$ cat config.mk
export PLATFORM = sky130hd
export DESIGN_NAME = cmu_top
export DESIGN_NICKNAME = d
export VERILOG_FILES = /design/src/logic/cmu_pkg.sv /design/src/logic/cmu_top.sv
export SDC_FILE = /design/constraint.sdc
export NUM_CORES = 1
export LEC_CHECK = 0
export BUFFER_PORTS_ARGS = -buffer_cell sky130_fd_sc_hd__buf_4
export CORE_ASPECT_RATIO = 1.2
export CORE_MARGIN = 1
export CORE_UTILIZATION = 45
export CTS_CLUSTER_SIZE = 12
export DETAILED_ROUTE_END_ITERATION = 7
export PLACE_DENSITY = 0.7
export SETUP_SLACK_MARGIN = 0.05
export SLEW_MARGIN = 20
export SYNTH_ARGS = -nofsm -noshare
export SYNTH_HDL_FRONTEND = slang
export SYNTH_SLANG_ARGS = --single-unit
$ cat constraint.sdc
create_clock -name clk_i -period 2.9 [get_ports clk_i]
set_clock_uncertainty 0.15 [all_clocks]
set_input_delay 0.29 -clock clk_i [delete_from_list [all_inputs] [get_ports clk_i]]
set_output_delay 0.29 -clock clk_i [all_outputs]
set_load 0.01 [all_outputs]
$ cat src/logic/cmu_pkg.sv
package cmu_pkg;
  // register indices; byte address is four times the index
  localparam logic [7:0] IDX_MODE = 8'hEB;
  localparam logic [7:0] IDX_CTRL = 8'hF0;
  localparam logic [7:0] IDX_FLAG = 8'hF2;
  localparam logic [7:0] IDX_PLL = 8'hF6;
  localparam int ADR_W = 10;

  // reset values
  localparam logic [7:0] RST_MODE = 8'hE0;
  localparam logic [7:0] RST_CTRL = 8'h00;
  localparam logic [7:0] RST_FLAG = 8'h08;
  localparam logic [7:0] RST_PLL = 8'h07;

  // mode_clock_divide fields
  localparam int MODE_HALVE = 5;
  localparam int MODE_PRS_LO = 2;
  localparam int PRS_W = 3;
  // clock_control fields
  localparam int CTRL_INT_SEL = 7;
  localparam int CTRL_HALT_RST = 3;
  localparam int CTRL_AUX_SEL = 2;
  localparam int CTRL_WAIT_SEL = 1;
  localparam int CTRL_LP_EN = 0;
  // clock_flags fields
  localparam int FLAG_EXT_STOP = 7;
  localparam int FLAG_XTAL_STOP = 4;
  localparam int FLAG_SLOW16 = 3;
  localparam int FLAG_AUX_ACT = 2;
  localparam int FLAG_PLL_SEL = 0;
  // pll_config fields
  localparam int PLL_MX_LO = 4;
  localparam int MX_W = 2;
  localparam int PLL_DX_LO = 0;
  localparam int DX_W = 3;
  localparam logic [DX_W-1:0] DX_OFF = 3'h7;

  // multiplier factor per field code
  localparam logic [3:0] MULT_14 = 4'hE;
  localparam logic [3:0] MULT_10 = 4'hA;
  localparam logic [3:0] MULT_8 = 4'h8;
  localparam logic [3:0] MULT_6 = 4'h6;
  localparam logic [1:0] MX_CODE_14 = 2'h2;
  localparam logic [1:0] MX_CODE_10 = 2'h0;
  localparam logic [1:0] MX_CODE_8 = 2'h3;

  localparam int SLOW_W = 4;
  localparam int PIN_N = 4;
  localparam int PIN_OSC = 0;
  localparam int PIN_PLL = 1;
  localparam int PIN_AUX = 2;
  localparam int PIN_STOP = 3;

  typedef enum logic [1:0] {SEL_REF, SEL_SLOW16, SEL_PLL, SEL_AUX} cmu_sel_t;

  // candidate system clock levels, all in the clk_i domain
  typedef struct packed {
    logic aux;
    logic pll;
    logic slow;
    logic ref_clk;
  } cmu_src_t;
endpackage

$ cat src/logic/cmu_top.sv
// Local design decision: register access over Wishbone.
`timescale 1ns/1ns
`default_nettype none
module cmu_top #(
  parameter int AUX_TIMEOUT_CYC = 64,
  parameter int IRQ_LOW_CYC = 4
) (
  input wire logic clk_i,
  input wire logic rst_i,
  input wire logic wb_cyc_i,
  input wire logic wb_stb_i,
  input wire logic wb_we_i,
  input wire logic [cmu_pkg::ADR_W-1:0] wb_adr_i,
  input wire logic [3:0] wb_sel_i,
  input wire logic [31:0] wb_dat_i,
  output logic [31:0] wb_dat_o,
  output logic wb_ack_o,
  input wire logic osc_clk_i,
  input wire logic pll_clk_i,
  input wire logic aux_clk_i,
  input wire logic hw_stop_i,
  input wire logic wfi_i,
  input wire logic mem_wait_i,
  input wire logic bus_req_i,
  output logic sys_clk_o,
  output logic periph_clk_o,
  output logic cpu_clk_o,
  output logic osc_enable_o,
  output logic pll_power_o,
  output logic [3:0] pll_mult_o,
  output logic halt_reset_en_o,
  output logic irq_n_o
);
  import cmu_pkg::*;

  localparam int TO_W = $clog2(AUX_TIMEOUT_CYC + 1);
  localparam int IRQ_W = $clog2(IRQ_LOW_CYC + 1);
  localparam logic [TO_W-1:0] TO_MAX = TO_W'(AUX_TIMEOUT_CYC);
  localparam logic [IRQ_W-1:0] IRQ_MAX = IRQ_W'(IRQ_LOW_CYC);

  if (AUX_TIMEOUT_CYC < 2 || IRQ_LOW_CYC < 1) begin : g_chk
    $error("cmu_top: AUX_TIMEOUT_CYC >= 2 and IRQ_LOW_CYC >= 1 required");
  end

  // pin synchronisers: three stages, level moves when stages 2 and 3 agree
  logic [PIN_N-1:0] pins;
  wire logic [PIN_N-1:0] pin_lvl_q;
  assign pins = {hw_stop_i, aux_clk_i, pll_clk_i, osc_clk_i};
  for (genvar i = 0; i < PIN_N; i++) begin : g_sync
    logic s1_q, s2_q, s3_q, lvl_q;
    always_ff @(posedge clk_i) begin
      if (rst_i) begin
        s1_q <= 1'b0;
        s2_q <= 1'b0;
        s3_q <= 1'b0;
        lvl_q <= 1'b0;
      end else begin
        s1_q <= pins[i];
        s2_q <= s1_q;
        s3_q <= s2_q;
        if (s2_q == s3_q) begin
          lvl_q <= s3_q;
        end
      end
    end
    assign pin_lvl_q[i] = lvl_q;
  end

  logic [PIN_N-1:0] pin_prev_q;
  always_ff @(posedge clk_i) begin
    if (rst_i) pin_prev_q <= '0;
    else pin_prev_q <= pin_lvl_q;
  end
  logic osc_rise, pll_rise, aux_rise, stop_rise, stop_fall;
  assign osc_rise = pin_lvl_q[PIN_OSC] & ~pin_prev_q[PIN_OSC];
  assign pll_rise = pin_lvl_q[PIN_PLL] & ~pin_prev_q[PIN_PLL];
  assign aux_rise = pin_lvl_q[PIN_AUX] & ~pin_prev_q[PIN_AUX];
  assign stop_rise = pin_lvl_q[PIN_STOP] & ~pin_prev_q[PIN_STOP];
  assign stop_fall = ~pin_lvl_q[PIN_STOP] & pin_prev_q[PIN_STOP];

  // register storage
  logic [7:0] mode_q, ctrl_q, pll_cfg_q;
  logic ext_stop_q, xtal_stop_q, slow16_q, pll_sel_q;
  logic aux_sel_q;
  logic wb_ack_q;
  logic [31:0] wb_dat_q;
  logic bus_req, wr_en;
  logic [7:0] wr_byte, idx;
  assign bus_req = wb_cyc_i & wb_stb_i & ~wb_ack_q;
  assign wr_en = bus_req & wb_we_i & wb_sel_i[0];
  assign wr_byte = wb_dat_i[7:0];
  assign idx = wb_adr_i[ADR_W-1:2];

  logic input_halve, lp_en, wait_sel, int_sel;
  logic [PRS_W-1:0] prs_field;
  logic [DX_W-1:0] dx_field;
  logic [MX_W-1:0] mx_field;
  assign input_halve = mode_q[MODE_HALVE];
  assign prs_field = mode_q[MODE_PRS_LO +: PRS_W];
  assign lp_en = ctrl_q[CTRL_LP_EN];
  assign wait_sel = ctrl_q[CTRL_WAIT_SEL];
  assign int_sel = ctrl_q[CTRL_INT_SEL];
  assign dx_field = pll_cfg_q[PLL_DX_LO +: DX_W];
  assign mx_field = pll_cfg_q[PLL_MX_LO +: MX_W];

  logic wfi_q, wfi_rise, lp_active;
  always_ff @(posedge clk_i) begin
    if (rst_i) wfi_q <= 1'b0;
    else wfi_q <= wfi_i;
  end
  assign wfi_rise = wfi_i & ~wfi_q;
  assign lp_active = wfi_i & lp_en;

  logic aux_present, aux_active;
  logic osc_en_q, xtal_off;
  cmu_sel_t sel_q, want_sel;

  assign aux_active = (sel_q == SEL_AUX);
  // crystal restarts once aux is deselected; a frozen ref would block the
  // switch back for good
  assign xtal_off = xtal_stop_q & aux_active & aux_sel_q;

  always_ff @(posedge clk_i) begin
    if (rst_i) begin
      mode_q <= RST_MODE;
      pll_cfg_q <= RST_PLL;
    end else if (wr_en) begin
      if (idx == IDX_MODE) mode_q <= wr_byte;
      else if (idx == IDX_PLL) begin
        pll_cfg_q <= {2'h0, wr_byte[PLL_MX_LO +: MX_W], 1'b0,
                      wr_byte[PLL_DX_LO +: DX_W]};
      end
    end
  end

  // control register; low power wait entry with wait_sel forces aux select
  always_ff @(posedge clk_i) begin
    if (rst_i) begin
      ctrl_q <= RST_CTRL;
      aux_sel_q <= 1'b0;
    end else begin
      if (wr_en && idx == IDX_CTRL) begin
        ctrl_q <= {wr_byte[CTRL_INT_SEL], 3'h0,
                   wr_byte[CTRL_HALT_RST:CTRL_LP_EN]};
        aux_sel_q <= wr_byte[CTRL_AUX_SEL];
      end
      if (wfi_rise && lp_en && wait_sel) aux_sel_q <= 1'b1;
    end
  end

  logic flag_wr;
  assign flag_wr = wr_en && idx == IDX_FLAG;

  always_ff @(posedge clk_i) begin
    if (rst_i) begin
      ext_stop_q <= 1'b0;
      xtal_stop_q <= 1'b0;
      slow16_q <= RST_FLAG[FLAG_SLOW16];
    end else begin
      if (flag_wr) begin
        xtal_stop_q <= wr_byte[FLAG_XTAL_STOP];
        slow16_q <= wr_byte[FLAG_SLOW16];
        if (!wr_byte[FLAG_EXT_STOP]) ext_stop_q <= 1'b0;
      end
      // hardware set wins over a software clear in the same cycle
      if (stop_rise) ext_stop_q <= 1'b1;
      if (wfi_rise && wait_sel) xtal_stop_q <= 1'b1;
    end
  end

  // pll_select: hardware clears win, they protect against an unlocked pll
  logic pll_sel_clr;
  assign pll_sel_clr = (wr_en && idx == IDX_PLL
                        && wr_byte[PLL_DX_LO +: DX_W] == DX_OFF)
                     || (flag_wr && !wr_byte[FLAG_SLOW16])
                     || (osc_en_q && xtal_off)
                     || (wfi_rise && lp_en);
  always_ff @(posedge clk_i) begin
    if (rst_i) pll_sel_q <= 1'b0;
    else if (pll_sel_clr) pll_sel_q <= 1'b0;
    else if (flag_wr) pll_sel_q <= wr_byte[FLAG_PLL_SEL];
  end

  // crystal enable and pll power, registered outputs
  logic pll_on;
  assign pll_on = (dx_field != DX_OFF) && slow16_q && !lp_active;
  always_ff @(posedge clk_i) begin
    if (rst_i) begin
      osc_en_q <= 1'b1;
      pll_power_o <= 1'b0;
      pll_mult_o <= MULT_10;
    end else begin
      osc_en_q <= ~xtal_off;
      pll_power_o <= pll_on;
      case (mx_field)
        MX_CODE_14: pll_mult_o <= MULT_14;
        MX_CODE_10: pll_mult_o <= MULT_10;
        MX_CODE_8: pll_mult_o <= MULT_8;
        default: pll_mult_o <= MULT_6;
      endcase
    end
  end
  assign osc_enable_o = osc_en_q;

  // reference clock and its divide by 16
  logic ref_half_q;
  logic [SLOW_W-1:0] slow_cnt_q;
  cmu_src_t src;
  logic ref_prev_q;
  always_ff @(posedge clk_i) begin
    if (rst_i) ref_half_q <= 1'b0;
    else if (osc_rise) ref_half_q <= ~ref_half_q;
  end
  assign src.ref_clk = input_halve ? ref_half_q : pin_lvl_q[PIN_OSC];
  always_ff @(posedge clk_i) begin
    if (rst_i) begin
      ref_prev_q <= 1'b0;
      slow_cnt_q <= '0;
    end else begin
      ref_prev_q <= src.ref_clk;
      if (src.ref_clk && !ref_prev_q) slow_cnt_q <= slow_cnt_q + 1'b1;
    end
  end
  assign src.slow = slow_cnt_q[SLOW_W-1];

  // pll output divider: high for the first half of field+1 input periods
  logic [DX_W-1:0] pdiv_cnt_q;
  logic pdiv_lvl_q;
  logic [DX_W:0] pdiv_half;
  assign pdiv_half = ({1'b0, dx_field} + 4'h2) >> 1;
  always_ff @(posedge clk_i) begin
    if (rst_i) begin
      pdiv_cnt_q <= '0;
      pdiv_lvl_q <= 1'b0;
    end else if (pll_rise) begin
      if (pdiv_cnt_q >= dx_field) begin
        pdiv_cnt_q <= '0;
        pdiv_lvl_q <= 1'b1;
      end else begin
        pdiv_cnt_q <= pdiv_cnt_q + 1'b1;
        pdiv_lvl_q <= ({1'b0, pdiv_cnt_q} + 4'h1) < pdiv_half;
      end
    end
  end
  assign src.pll = (dx_field == '0) ? pin_lvl_q[PIN_PLL] : pdiv_lvl_q;
  assign src.aux = pin_lvl_q[PIN_AUX];

  // aux presence: an edge must arrive within the timeout
  logic [TO_W-1:0] aux_to_q;
  always_ff @(posedge clk_i) begin
    if (rst_i) aux_to_q <= TO_MAX;
    else if (aux_rise) aux_to_q <= '0;
    else if (aux_to_q != TO_MAX) aux_to_q <= aux_to_q + 1'b1;
  end
  assign aux_present = (aux_to_q != TO_MAX);

  // source choice in priority order
  always_comb begin
    if (aux_sel_q && aux_present) want_sel = SEL_AUX;
    else if (!slow16_q || lp_active) want_sel = SEL_SLOW16;
    else if (pll_sel_q && pll_on) want_sel = SEL_PLL;
    else want_sel = SEL_REF;
  end

  function automatic logic lvl_of(cmu_sel_t s, cmu_src_t v);
    case (s)
      SEL_AUX: lvl_of = v.aux;
      SEL_PLL: lvl_of = v.pll;
      SEL_SLOW16: lvl_of = v.slow;
      default: lvl_of = v.ref_clk;
    endcase
  endfunction

  // switch only while both old and new levels are low, so no runt pulse;
  // a dead old source may be left at any level
  logic cur_dead, do_switch, sys_d, sys_q;
  assign cur_dead = (sel_q == SEL_AUX && !aux_present)
                  || (sel_q == SEL_PLL && !pll_on)
                  || (sel_q == SEL_REF && !osc_en_q);
  assign do_switch = (want_sel != sel_q)
                   && (!lvl_of(sel_q, src) || cur_dead)
                   && !lvl_of(want_sel, src)
                   && (want_sel != SEL_AUX || aux_present);
  always_ff @(posedge clk_i) begin
    if (rst_i) sel_q <= SEL_REF;
    else if (do_switch) sel_q <= want_sel;
  end
  assign sys_d = do_switch ? 1'b0 : lvl_of(sel_q, src);

  always_ff @(posedge clk_i) begin
    if (rst_i) begin
      sys_q <= 1'b0;
      periph_clk_o <= 1'b0;
    end else begin
      sys_q <= sys_d;
      periph_clk_o <= sys_d;
    end
  end
  assign sys_clk_o = sys_q;

  // cpu prescaler; gate changes only at a system rising edge
  logic sys_rise, stall, gate_q, gate_next;
  logic [PRS_W-1:0] prs_cnt_q, prs_next;
  assign sys_rise = sys_d & ~sys_q;
  assign stall = wfi_i | mem_wait_i | bus_req_i;
  assign prs_next = (prs_cnt_q >= prs_field) ? '0 : prs_cnt_q + 1'b1;
  assign gate_next = sys_rise ? ((prs_next != '0) || stall) : gate_q;
  always_ff @(posedge clk_i) begin
    if (rst_i) begin
      prs_cnt_q <= '0;
      gate_q <= 1'b0;
      cpu_clk_o <= 1'b0;
    end else begin
      if (sys_rise) prs_cnt_q <= prs_next;
      gate_q <= gate_next;
      cpu_clk_o <= sys_d | gate_next;
    end
  end

  // clock change interrupt: a low pulse on irq_n_o
  logic sel_evt, irq_evt;
  logic [IRQ_W-1:0] irq_cnt_q;
  cmu_sel_t sel_prev_q;
  always_ff @(posedge clk_i) begin
    if (rst_i) sel_prev_q <= SEL_REF;
    else sel_prev_q <= sel_q;
  end
  assign sel_evt = ((sel_prev_q == SEL_AUX) != (sel_q == SEL_AUX))
                || ((sel_prev_q == SEL_SLOW16) != (sel_q == SEL_SLOW16));
  assign irq_evt = (sel_evt || stop_fall) && int_sel;
  always_ff @(posedge clk_i) begin
    if (rst_i) begin
      irq_n_o <= 1'b1;
      irq_cnt_q <= '0;
    end else if (irq_evt) begin
      irq_n_o <= 1'b0;
      irq_cnt_q <= IRQ_MAX;
    end else if (irq_cnt_q > 1) begin
      irq_cnt_q <= irq_cnt_q - 1'b1;
    end else begin
      irq_cnt_q <= '0;
      irq_n_o <= 1'b1;
    end
  end

  always_ff @(posedge clk_i) begin
    if (rst_i) halt_reset_en_o <= 1'b0;
    else halt_reset_en_o <= ctrl_q[CTRL_HALT_RST];
  end

  // wishbone classic slave, one wait state, unmapped reads zero
  logic [7:0] rd_byte, flag_rd;
  always_comb begin
    flag_rd = 8'h00;
    flag_rd[FLAG_EXT_STOP] = ext_stop_q;
    flag_rd[FLAG_XTAL_STOP] = xtal_stop_q & aux_active;
    flag_rd[FLAG_SLOW16] = slow16_q;
    flag_rd[FLAG_AUX_ACT] = aux_active;
    flag_rd[FLAG_PLL_SEL] = pll_sel_q;
    if (idx == IDX_MODE) rd_byte = mode_q;
    else if (idx == IDX_CTRL) begin
      rd_byte = ctrl_q;
      rd_byte[CTRL_AUX_SEL] = aux_sel_q;
    end else if (idx == IDX_FLAG) rd_byte = flag_rd;
    else if (idx == IDX_PLL) rd_byte = pll_cfg_q;
    else rd_byte = 8'h00;
  end
  always_ff @(posedge clk_i) begin
    if (rst_i) begin
      wb_ack_q <= 1'b0;
      wb_dat_q <= '0;
    end else begin
      wb_ack_q <= bus_req;
      wb_dat_q <= bus_req ? {24'h000000, rd_byte} : '0;
    end
  end
  assign wb_ack_o = wb_ack_q;
  assign wb_dat_o = wb_dat_q;
endmodule
`default_nettype wire

==> impl_metrics.csv, run 1 <==
group,metric,value,unit
run,maxCapViolCount,0,
clocking,worstSkewPairLatency,360,ps
worst_setup_path,depth_of_the_worst_register_to_register_path,8,
timing,report.final.hold_viol_count,0,
clocking,clock_tree.buffer_depth,2,
synth,synth_enable_flop_cells,0,
die,core_area,8564,µm²
power_and_ir_drop,vdd_ir_drop_max,0.0002182,V
synth,post-synth-top-area-fraction,44.81,%
die,start_util,46.43,%
worst_setup_path,crit_slowest_cell,"sky130_fd_sc_hd__or4b_4",
timing,fmax,390.0,MHz
synth,synthTopCellsByCount,"sky130_fd_sc_hd__dfxtp_1 (89), sky130_fd_sc_hd__nor2_1 (43), sky130_fd_sc_hd__nand2_1 (38), sky130_fd_sc_hd__buf_4 (28), sky130_fd_sc_hd__nor2b_1 (24)",
timing,finalSetupViolations,0,
timing,final_min_period_over_clock_period,88.42,%
synth,post_synth.cell_area_avg,9.162,µm²
worst_setup_path,endpoint_kind,"flop",
worst_setup_path,critical_path.cell_chain,"or4b_4, nand3_2, a22oi_2, or3_1, a311oi_4, buf_4, nand3_1, o31ai_1",
cells_and_area,n_antenna_cell,0,
routing,drt_wl_total,7572,µm
grt,largest_net_degree_at_the_start_of_global_routing,40,
place,placed_cell_count,590,
die,die_w,87.81,µm
synth,netlist_instances,434,
place,place_congestion,0.8026,
routing,detailroute.via_count,3052,
place,buffer_ports.inserted,47,
worst_setup_path,timing.critical_path.to,"gate_q",
worst_setup_path,critical_path.startpoint_type,"flop",
cells_and_area,drive_gt1_share,16.36,%
clocking,cts_tree,"yes",
cells_and_area,final_cell_count_no_fill,612,
clocking,numCtsBuffers,9,
routing,vias_per_cell,4.987,
worst_hold_path,worst_hold_startpoint,"wb_dat_i[7]",
worst_hold_path,min-delay-path-class,"input port to flop",
routing,drt_iter0_drc,99,
die,die-area,9218,µm²
worst_setup_path,crit-reg2reg-capture,"gate_q",
grt,grt_pass1_wl,12750,µm
cells_and_area,multi_input_area,1939,µm²
cells_and_area,sequential_cell_area,1782,µm²
worst_setup_path,crit_required,3020,ps
timing,worst-slew-pin-transition,586.1,ps
timing,grt_setup_unrepaired,"false",
synth,synthMostInstantiatedCell,"sky130_fd_sc_hd__dfxtp_1",
synth,mappedNetlistArea,3976,µm²
worst_setup_path,worst_setup_path_startpoint,"pll_cfg_q[0]",
status,outcome,"completed",
worst_setup_path,cp.buffers_inverters,1,
synth,ys_seq_elements,89,
worst_setup_path,maximum_single_stage_delay_on_the_critical_path,560,ps
synth,post_synth_main_area_contributors,"sky130_fd_sc_hd__dfxtp_1 (45%), sky130_fd_sc_hd__ha_1 (5.7%), sky130_fd_sc_hd__mux2i_1 (5.5%)",
routing,detail-route-antenna-nets,0,
place,place.detailed.hpwl,5576,µm
die,ios,102,
routing,drc,0,
timing,timing_max_transition_violations_final,0,
power_and_ir_drop,leakagePower,2.054,nW
cells_and_area,nNetsFinal,566,
power_and_ir_drop,power_per_cell_area,495.1,nW/µm²
synth,yosys_most_used_dff,"sky130_fd_sc_hd__dfxtp_1",
grt,first_global_vias,2862,
timing,worst_slew_margin_rel,60.81,%
worst_setup_path,arrival,2690,ps
cells_and_area,synthToLayoutAreaGrowth,15.70,%
synth,synthArstFlopShare,0,%
synth,synth.yosys.seq_area_share,44.81,%
timing,fin_crit,2564,ps
die,fp.dieH,105.0,µm
worst_setup_path,worstSetupPathDepth,8,
worst_setup_path,critical-path-top-delay-family,"simple AND/OR/NAND/NOR gates",
synth,synthDistinctLibCells,53,
clocking,htreeDepth,3,
cells_and_area,final_core_utilization,53.72,%
clocking,cts.sink_count,89,
synth,synth_top_cell_by_area,"sky130_fd_sc_hd__dfxtp_1",
routing,wire_per_inst,12.37,µm
clocking,clk_pin_slew_worst_paths,100,ps
grt,globalRouteTotalUtil,18.01,%
clocking,cts_root_buf,"sky130_fd_sc_hd__clkbuf_8",
worst_setup_path,critical_path_peak_fanout,6,
cells_and_area,fill_count,785,
worst_setup_path,worstSetupPathType,"flop to flop",
worst_setup_path,critical_path.reg2reg.startpoint,"pll_cfg_q[0]",
grt,global_route_congestion_overflow_total,0,
routing,detailedRoute.firstPassIterationCount,4,
synth,synth.yosys.warnings,0,
grt,antenna_found_initial,0,
power_and_ir_drop,finalPower,2.278,mW
timing,setup_tns,0,ps
die,cell_rows,37,
worst_setup_path,worst_reg2reg_setup_slack,340,ps
[worst min-delay path by stage]
stage | slack (ps) | end | cells past startpoint
after floorplan | 260 | g_sync[0].s2_q | 1
after global routing | 2 | mode_q[7] | 3
after global placement | 270 | g_sync[3].s2_q | 1
after CTS | 6 | mode_q[7] | 3
after detailed placement | 270 | g_sync[1].s2_q | 1
final | 20 | mode_q[7] | 3
[final cells by class]
class / instances / share of cell area (%)
multi-input combinational: 309 / 42.15
sequential: 89 / 38.73
clock buffer: 9 / 2.692
clock inverter: 7 / 1.333
inverter: 20 / 1.632
tap: 117 / 3.182
timing repair buffer: 61 / 10.28
[placed cells by master (no fill, tap or decap), types with 5 or more instances in the layout]
cell                            instances
sky130_fd_sc_hd__dfxtp_1               89
sky130_fd_sc_hd__buf_4                 55
sky130_fd_sc_hd__nor2_1                43
sky130_fd_sc_hd__nand2_1               38
sky130_fd_sc_hd__conb_1                25
sky130_fd_sc_hd__nor2b_1               24
sky130_fd_sc_hd__a21oi_1               22
sky130_fd_sc_hd__mux2i_1               22
sky130_fd_sc_hd__inv_1                 20
sky130_fd_sc_hd__nand3_1               18
sky130_fd_sc_hd__ha_1                  18
sky130_fd_sc_hd__o21ai_0               16
sky130_fd_sc_hd__clkbuf_8               9
sky130_fd_sc_hd__xor2_1                 7
sky130_fd_sc_hd__xnor2_1                7
sky130_fd_sc_hd__dlygate4sd3_1          6
sky130_fd_sc_hd__and3_1                 5
sky130_fd_sc_hd__nand2b_1               5
sky130_fd_sc_hd__a22oi_1                5
[stage by stage]
stage               setup WS, ps  hold WS, ps  instance area [µm²]
detailed placement         372.1        272.0                 4355
finish                     335.7        24.32                 4601
floorplan                  400.4        263.8                 4066
CTS                        334.4        6.058                 4601
global placement           400.8        266.2                 4355
global route               182.2        1.916                 4601
[cells by family (layout without fill, tap and decap cells)]
group	after synthesis	count (layout)	synth area share, %
AND/OR/NAND/NOR	156	156	19.60
flip-flops	89	89	44.81
AO/OA/AOI/OAI	71	71	11.67
buffers and inverters	60	97	8.684
multiplexers	25	25	6.388
adder cells (fa/ha/maj)	18	18	5.664
XOR/XNOR	14	14	3.084
other	1	25	0.09431
[worst register-to-register path, cell delays in order, from the launching register on]
cell and delay [ps]:
sky130_fd_sc_hd__dfxtp_1 380, sky130_fd_sc_hd__or4b_4 560, sky130_fd_sc_hd__nand3_2 90, sky130_fd_sc_hd__a22oi_2 110, sky130_fd_sc_hd__or3_1 520, sky130_fd_sc_hd__a311oi_4 330, sky130_fd_sc_hd__buf_4 190, sky130_fd_sc_hd__nand3_1 70
sky130_fd_sc_hd__o31ai_1 70
[power breakdown]
part           internal [mW]  switching, mW  total, mW
Combinational         0.0891          0.112      0.201
Sequential              1.25         0.0169       1.27
Clock                  0.331          0.477      0.808
Total                   1.67          0.606       2.28
[state kept, by name, indices dropped and copies added, names as in the netlist, 4 cells and up]
register      cells
g_sync.s2_q       4
slow_cnt_q        4
mode_q            8
pin_prev_q        4
g_sync.s1_q       4
g_sync.lvl_q      4
pll_cfg_q         5
wb_dat_o          8
aux_to_q          7
g_sync.s3_q       4
ctrl_q            4
[metal layers]
| layer | part of all wire [%] | track usage, % | routed length, µm | up-vias |
|---|---|---|---|---|
| li1 | - | - | - | 1540 |
| met5 | 0 | 0 | 0 | - |
| met4 | 2.5 | 8.314 | 191 | 0 |
| met2 | 49 | 30.79 | 3734 | 84 |
| met1 | 44 | 20.03 | 3323 | 1413 |
| met3 | 4.3 | 5.450 | 322 | 15 |
[repair_timing]
action                                 CTS  global route
hold buffers                             6             0
endpoints found under the hold margin    6             0
setup buffers                            0             0
gates resized for setup                  0             0
No activity file was read; power rests on OpenSTA's default activity.
==> inputs of run 2 (changes only) <==
--- a/config.mk
+++ b/config.mk
@@ -6,7 +6,7 @@
 export NUM_CORES = 1
 export LEC_CHECK = 0
 export BUFFER_PORTS_ARGS = -buffer_cell sky130_fd_sc_hd__buf_4
-export CORE_ASPECT_RATIO = 1.2
+export CORE_ASPECT_RATIO = 1.75
 export CORE_MARGIN = 1
 export CORE_UTILIZATION = 45
 export CTS_CLUSTER_SIZE = 12
==> impl_metrics.csv, run 2 (synthesis results as in run 1) <==
group,metric,value,unit
worst_setup_path,critical_path_peak_fanout,7,
timing,worst_hold_slack,9.919,ps
routing,vias_per_cell,5.033,
die,die_w,73.06,µm
timing,setup_tns,0,ps
worst_setup_path,worstSetupPathType,"flop to flop",
die,fp.dieH,126.4,µm
power_and_ir_drop,vdd_ir_drop_max,0.0003135,V
routing,drt_iter0_drc,163,
timing,final_min_period_over_clock_period,94.30,%
worst_setup_path,worst_setup_path_startpoint,"pll_cfg_q[0]",
clocking,cts_tree,"yes",
routing,detail-route-antenna-nets,0,
routing,detailroute.via_count,3060,
timing,worst_slew_margin_rel,58.31,%
cells_and_area,n_antenna_cell,0,
grt,globalRouteTotalUtil,18.94,%
timing,grt_setup_unrepaired,"false",
grt,gr-max-usage-layer,"met2",
grt,grt.met2_usage,33.17,%
worst_setup_path,critical_path.reg2reg.startpoint,"pll_cfg_q[0]",
die,start_util,46.16,%
place,buffer_ports.inserted,47,
grt,antenna_found_initial,0,
grt,largest_net_degree_at_the_start_of_global_routing,63,
worst_hold_path,min-delay-path-class,"input port to flop",
clocking,cts_root_buf,"sky130_fd_sc_hd__clkbuf_16",
grt,global_route_congestion_overflow_total,0,
cells_and_area,synthToLayoutAreaGrowth,17.09,%
worst_setup_path,critical_path.startpoint_type,"flop",
cells_and_area,nNetsFinal,562,
timing,timing_max_transition_violations_final,0,
worst_setup_path,crit_slowest_cell,"sky130_fd_sc_hd__or4b_4",
clocking,clock_tree.buffer_depth,2,
clocking,clk_pin_slew_worst_paths,60,ps
place,place_congestion,0.8513,
grt,first_global_vias,2926,
die,die-area,9231,µm²
grt,grtUsageMet1,20.00,%
worst_setup_path,maximum_single_stage_delay_on_the_critical_path,570,ps
die,core_area,8615,µm²
worst_setup_path,critical_path.cell_chain,"or4b_4, nand3_2, a22oi_2, or3_1, a311oi_4, o21ai_1, a31o_1",
die,cell_rows,45,
timing,worst-slew-pin-transition,623.5,ps
status,outcome,"completed",
power_and_ir_drop,leakagePower,2.082,nW
cells_and_area,drive_gt1_share,16.50,%
routing,wire_per_inst,13.24,µm
worst_setup_path,depth_of_the_worst_register_to_register_path,7,
die,ios,102,
routing,detailedRoute.firstPassIterationCount,4,
place,place.detailed.hpwl,5883,µm
worst_setup_path,crit-reg2reg-capture,"prs_cnt_q[2]",
timing,report.final.hold_viol_count,0,
clocking,cts.sink_count,89,
worst_setup_path,crit_required,2990,ps
timing,finalSetupViolations,0,
clocking,htreeDepth,3,
routing,drc,0,
worst_setup_path,arrival,2820,ps
worst_setup_path,worst_reg2reg_setup_slack,170,ps
clocking,worstSkewPairLatency,340,ps
routing,drt_wl_total,8049,µm
grt,grt_use_met3,3.654,%
worst_setup_path,timing.critical_path.to,"prs_cnt_q[2]",
clocking,numCtsBuffers,9,
cells_and_area,most-common-layout-cells,"sky130_fd_sc_hd__dfxtp_1 (89), sky130_fd_sc_hd__buf_4 (56), sky130_fd_sc_hd__nor2_1 (43)",
timing,fin_crit,2735,ps
cells_and_area,most_common_cell_after_layout_fill_and_taps_aside,"sky130_fd_sc_hd__dfxtp_1",
grt,grt_pass1_wl,13290,µm
run,maxCapViolCount,0,
power_and_ir_drop,power_per_cell_area,549.8,nW/µm²
timing,fmax,365.7,MHz
worst_hold_path,worst_hold_startpoint,"aux_clk_i",
worst_setup_path,endpoint_kind,"flop",
-- run 2: stage by stage --
step / setup WS, ps / power, mW / cells / area [µm²] / utilization [%]
2_1_floorplan: 400.4 / 1.451 / 458 / 4066 / -
3_3_place_gp: 232.0 / 1.481 / 589 / 4348 / 50.47
3_5_place_dp: 200.3 / 1.494 / 589 / 4348 / 50.47
4_1_cts: 180.9 / 2.583 / 606 / 4641 / 53.87
5_1_grt: 65.28 / 2.663 / 608 / 4656 / 54.05
6_report: 165.3 / 2.560 / 608 / 4656 / 54.05
-- run 2: area by class of cell --
type | instances | area (µm²)
clock buffer | 12 | 256.5
clock inverter | 4 | 26.28
fill | 837 | 3959
inverter | 20 | 75.07
multi-input combinational | 309 | 1939
sequential | 89 | 1782
tap | 117 | 146.4
timing repair buffer | 57 | 430.4
-- run 2: what timing repair did --
action                                  in CTS  in global routing
hold buffers                                 1                  0
endpoints found under the setup margin       0                  1
resized for setup                            0                  0
setup buffers                                0                  2
endpoints found under the hold margin        1                  0
-- run 2: critical path: cells and delay by family (launching register included) --
kind	cells	cell delay (ps)
AND/OR/NAND/NOR	3	1170
flip-flops	1	360
AO/OA/AOI/OAI	4	950
-- run 2: where the power goes --
part | switching (mW) | internal (mW)
Clock | 0.465 | 0.627
Combinational | 0.112 | 0.0854
Sequential | 0.0170 | 1.25
Total | 0.594 | 1.97
-- run 2: worst min-delay path by stage --
stage	end	depth (start not counted)
floorplan	g_sync[0].s2_q	1
CTS	g_sync[2].s1_q	2
detailed placement	g_sync[1].s2_q	1
finish	g_sync[2].s1_q	2
global placement	g_sync[1].s2_q	1
global route	mode_q[6]	3
-- run 2: routing by layer --
| layer | part of all wire, % | wire length (µm) | up-vias |
|---|---|---|---|
| li1 | - | - | 1528 |
| met1 | 40 | 3218 | 1432 |
| met2 | 53 | 4237 | 84 |
| met3 | 4.4 | 351 | 16 |
| met4 | 3.0 | 242 | 0 |
| met5 | 0 | 0 | - |
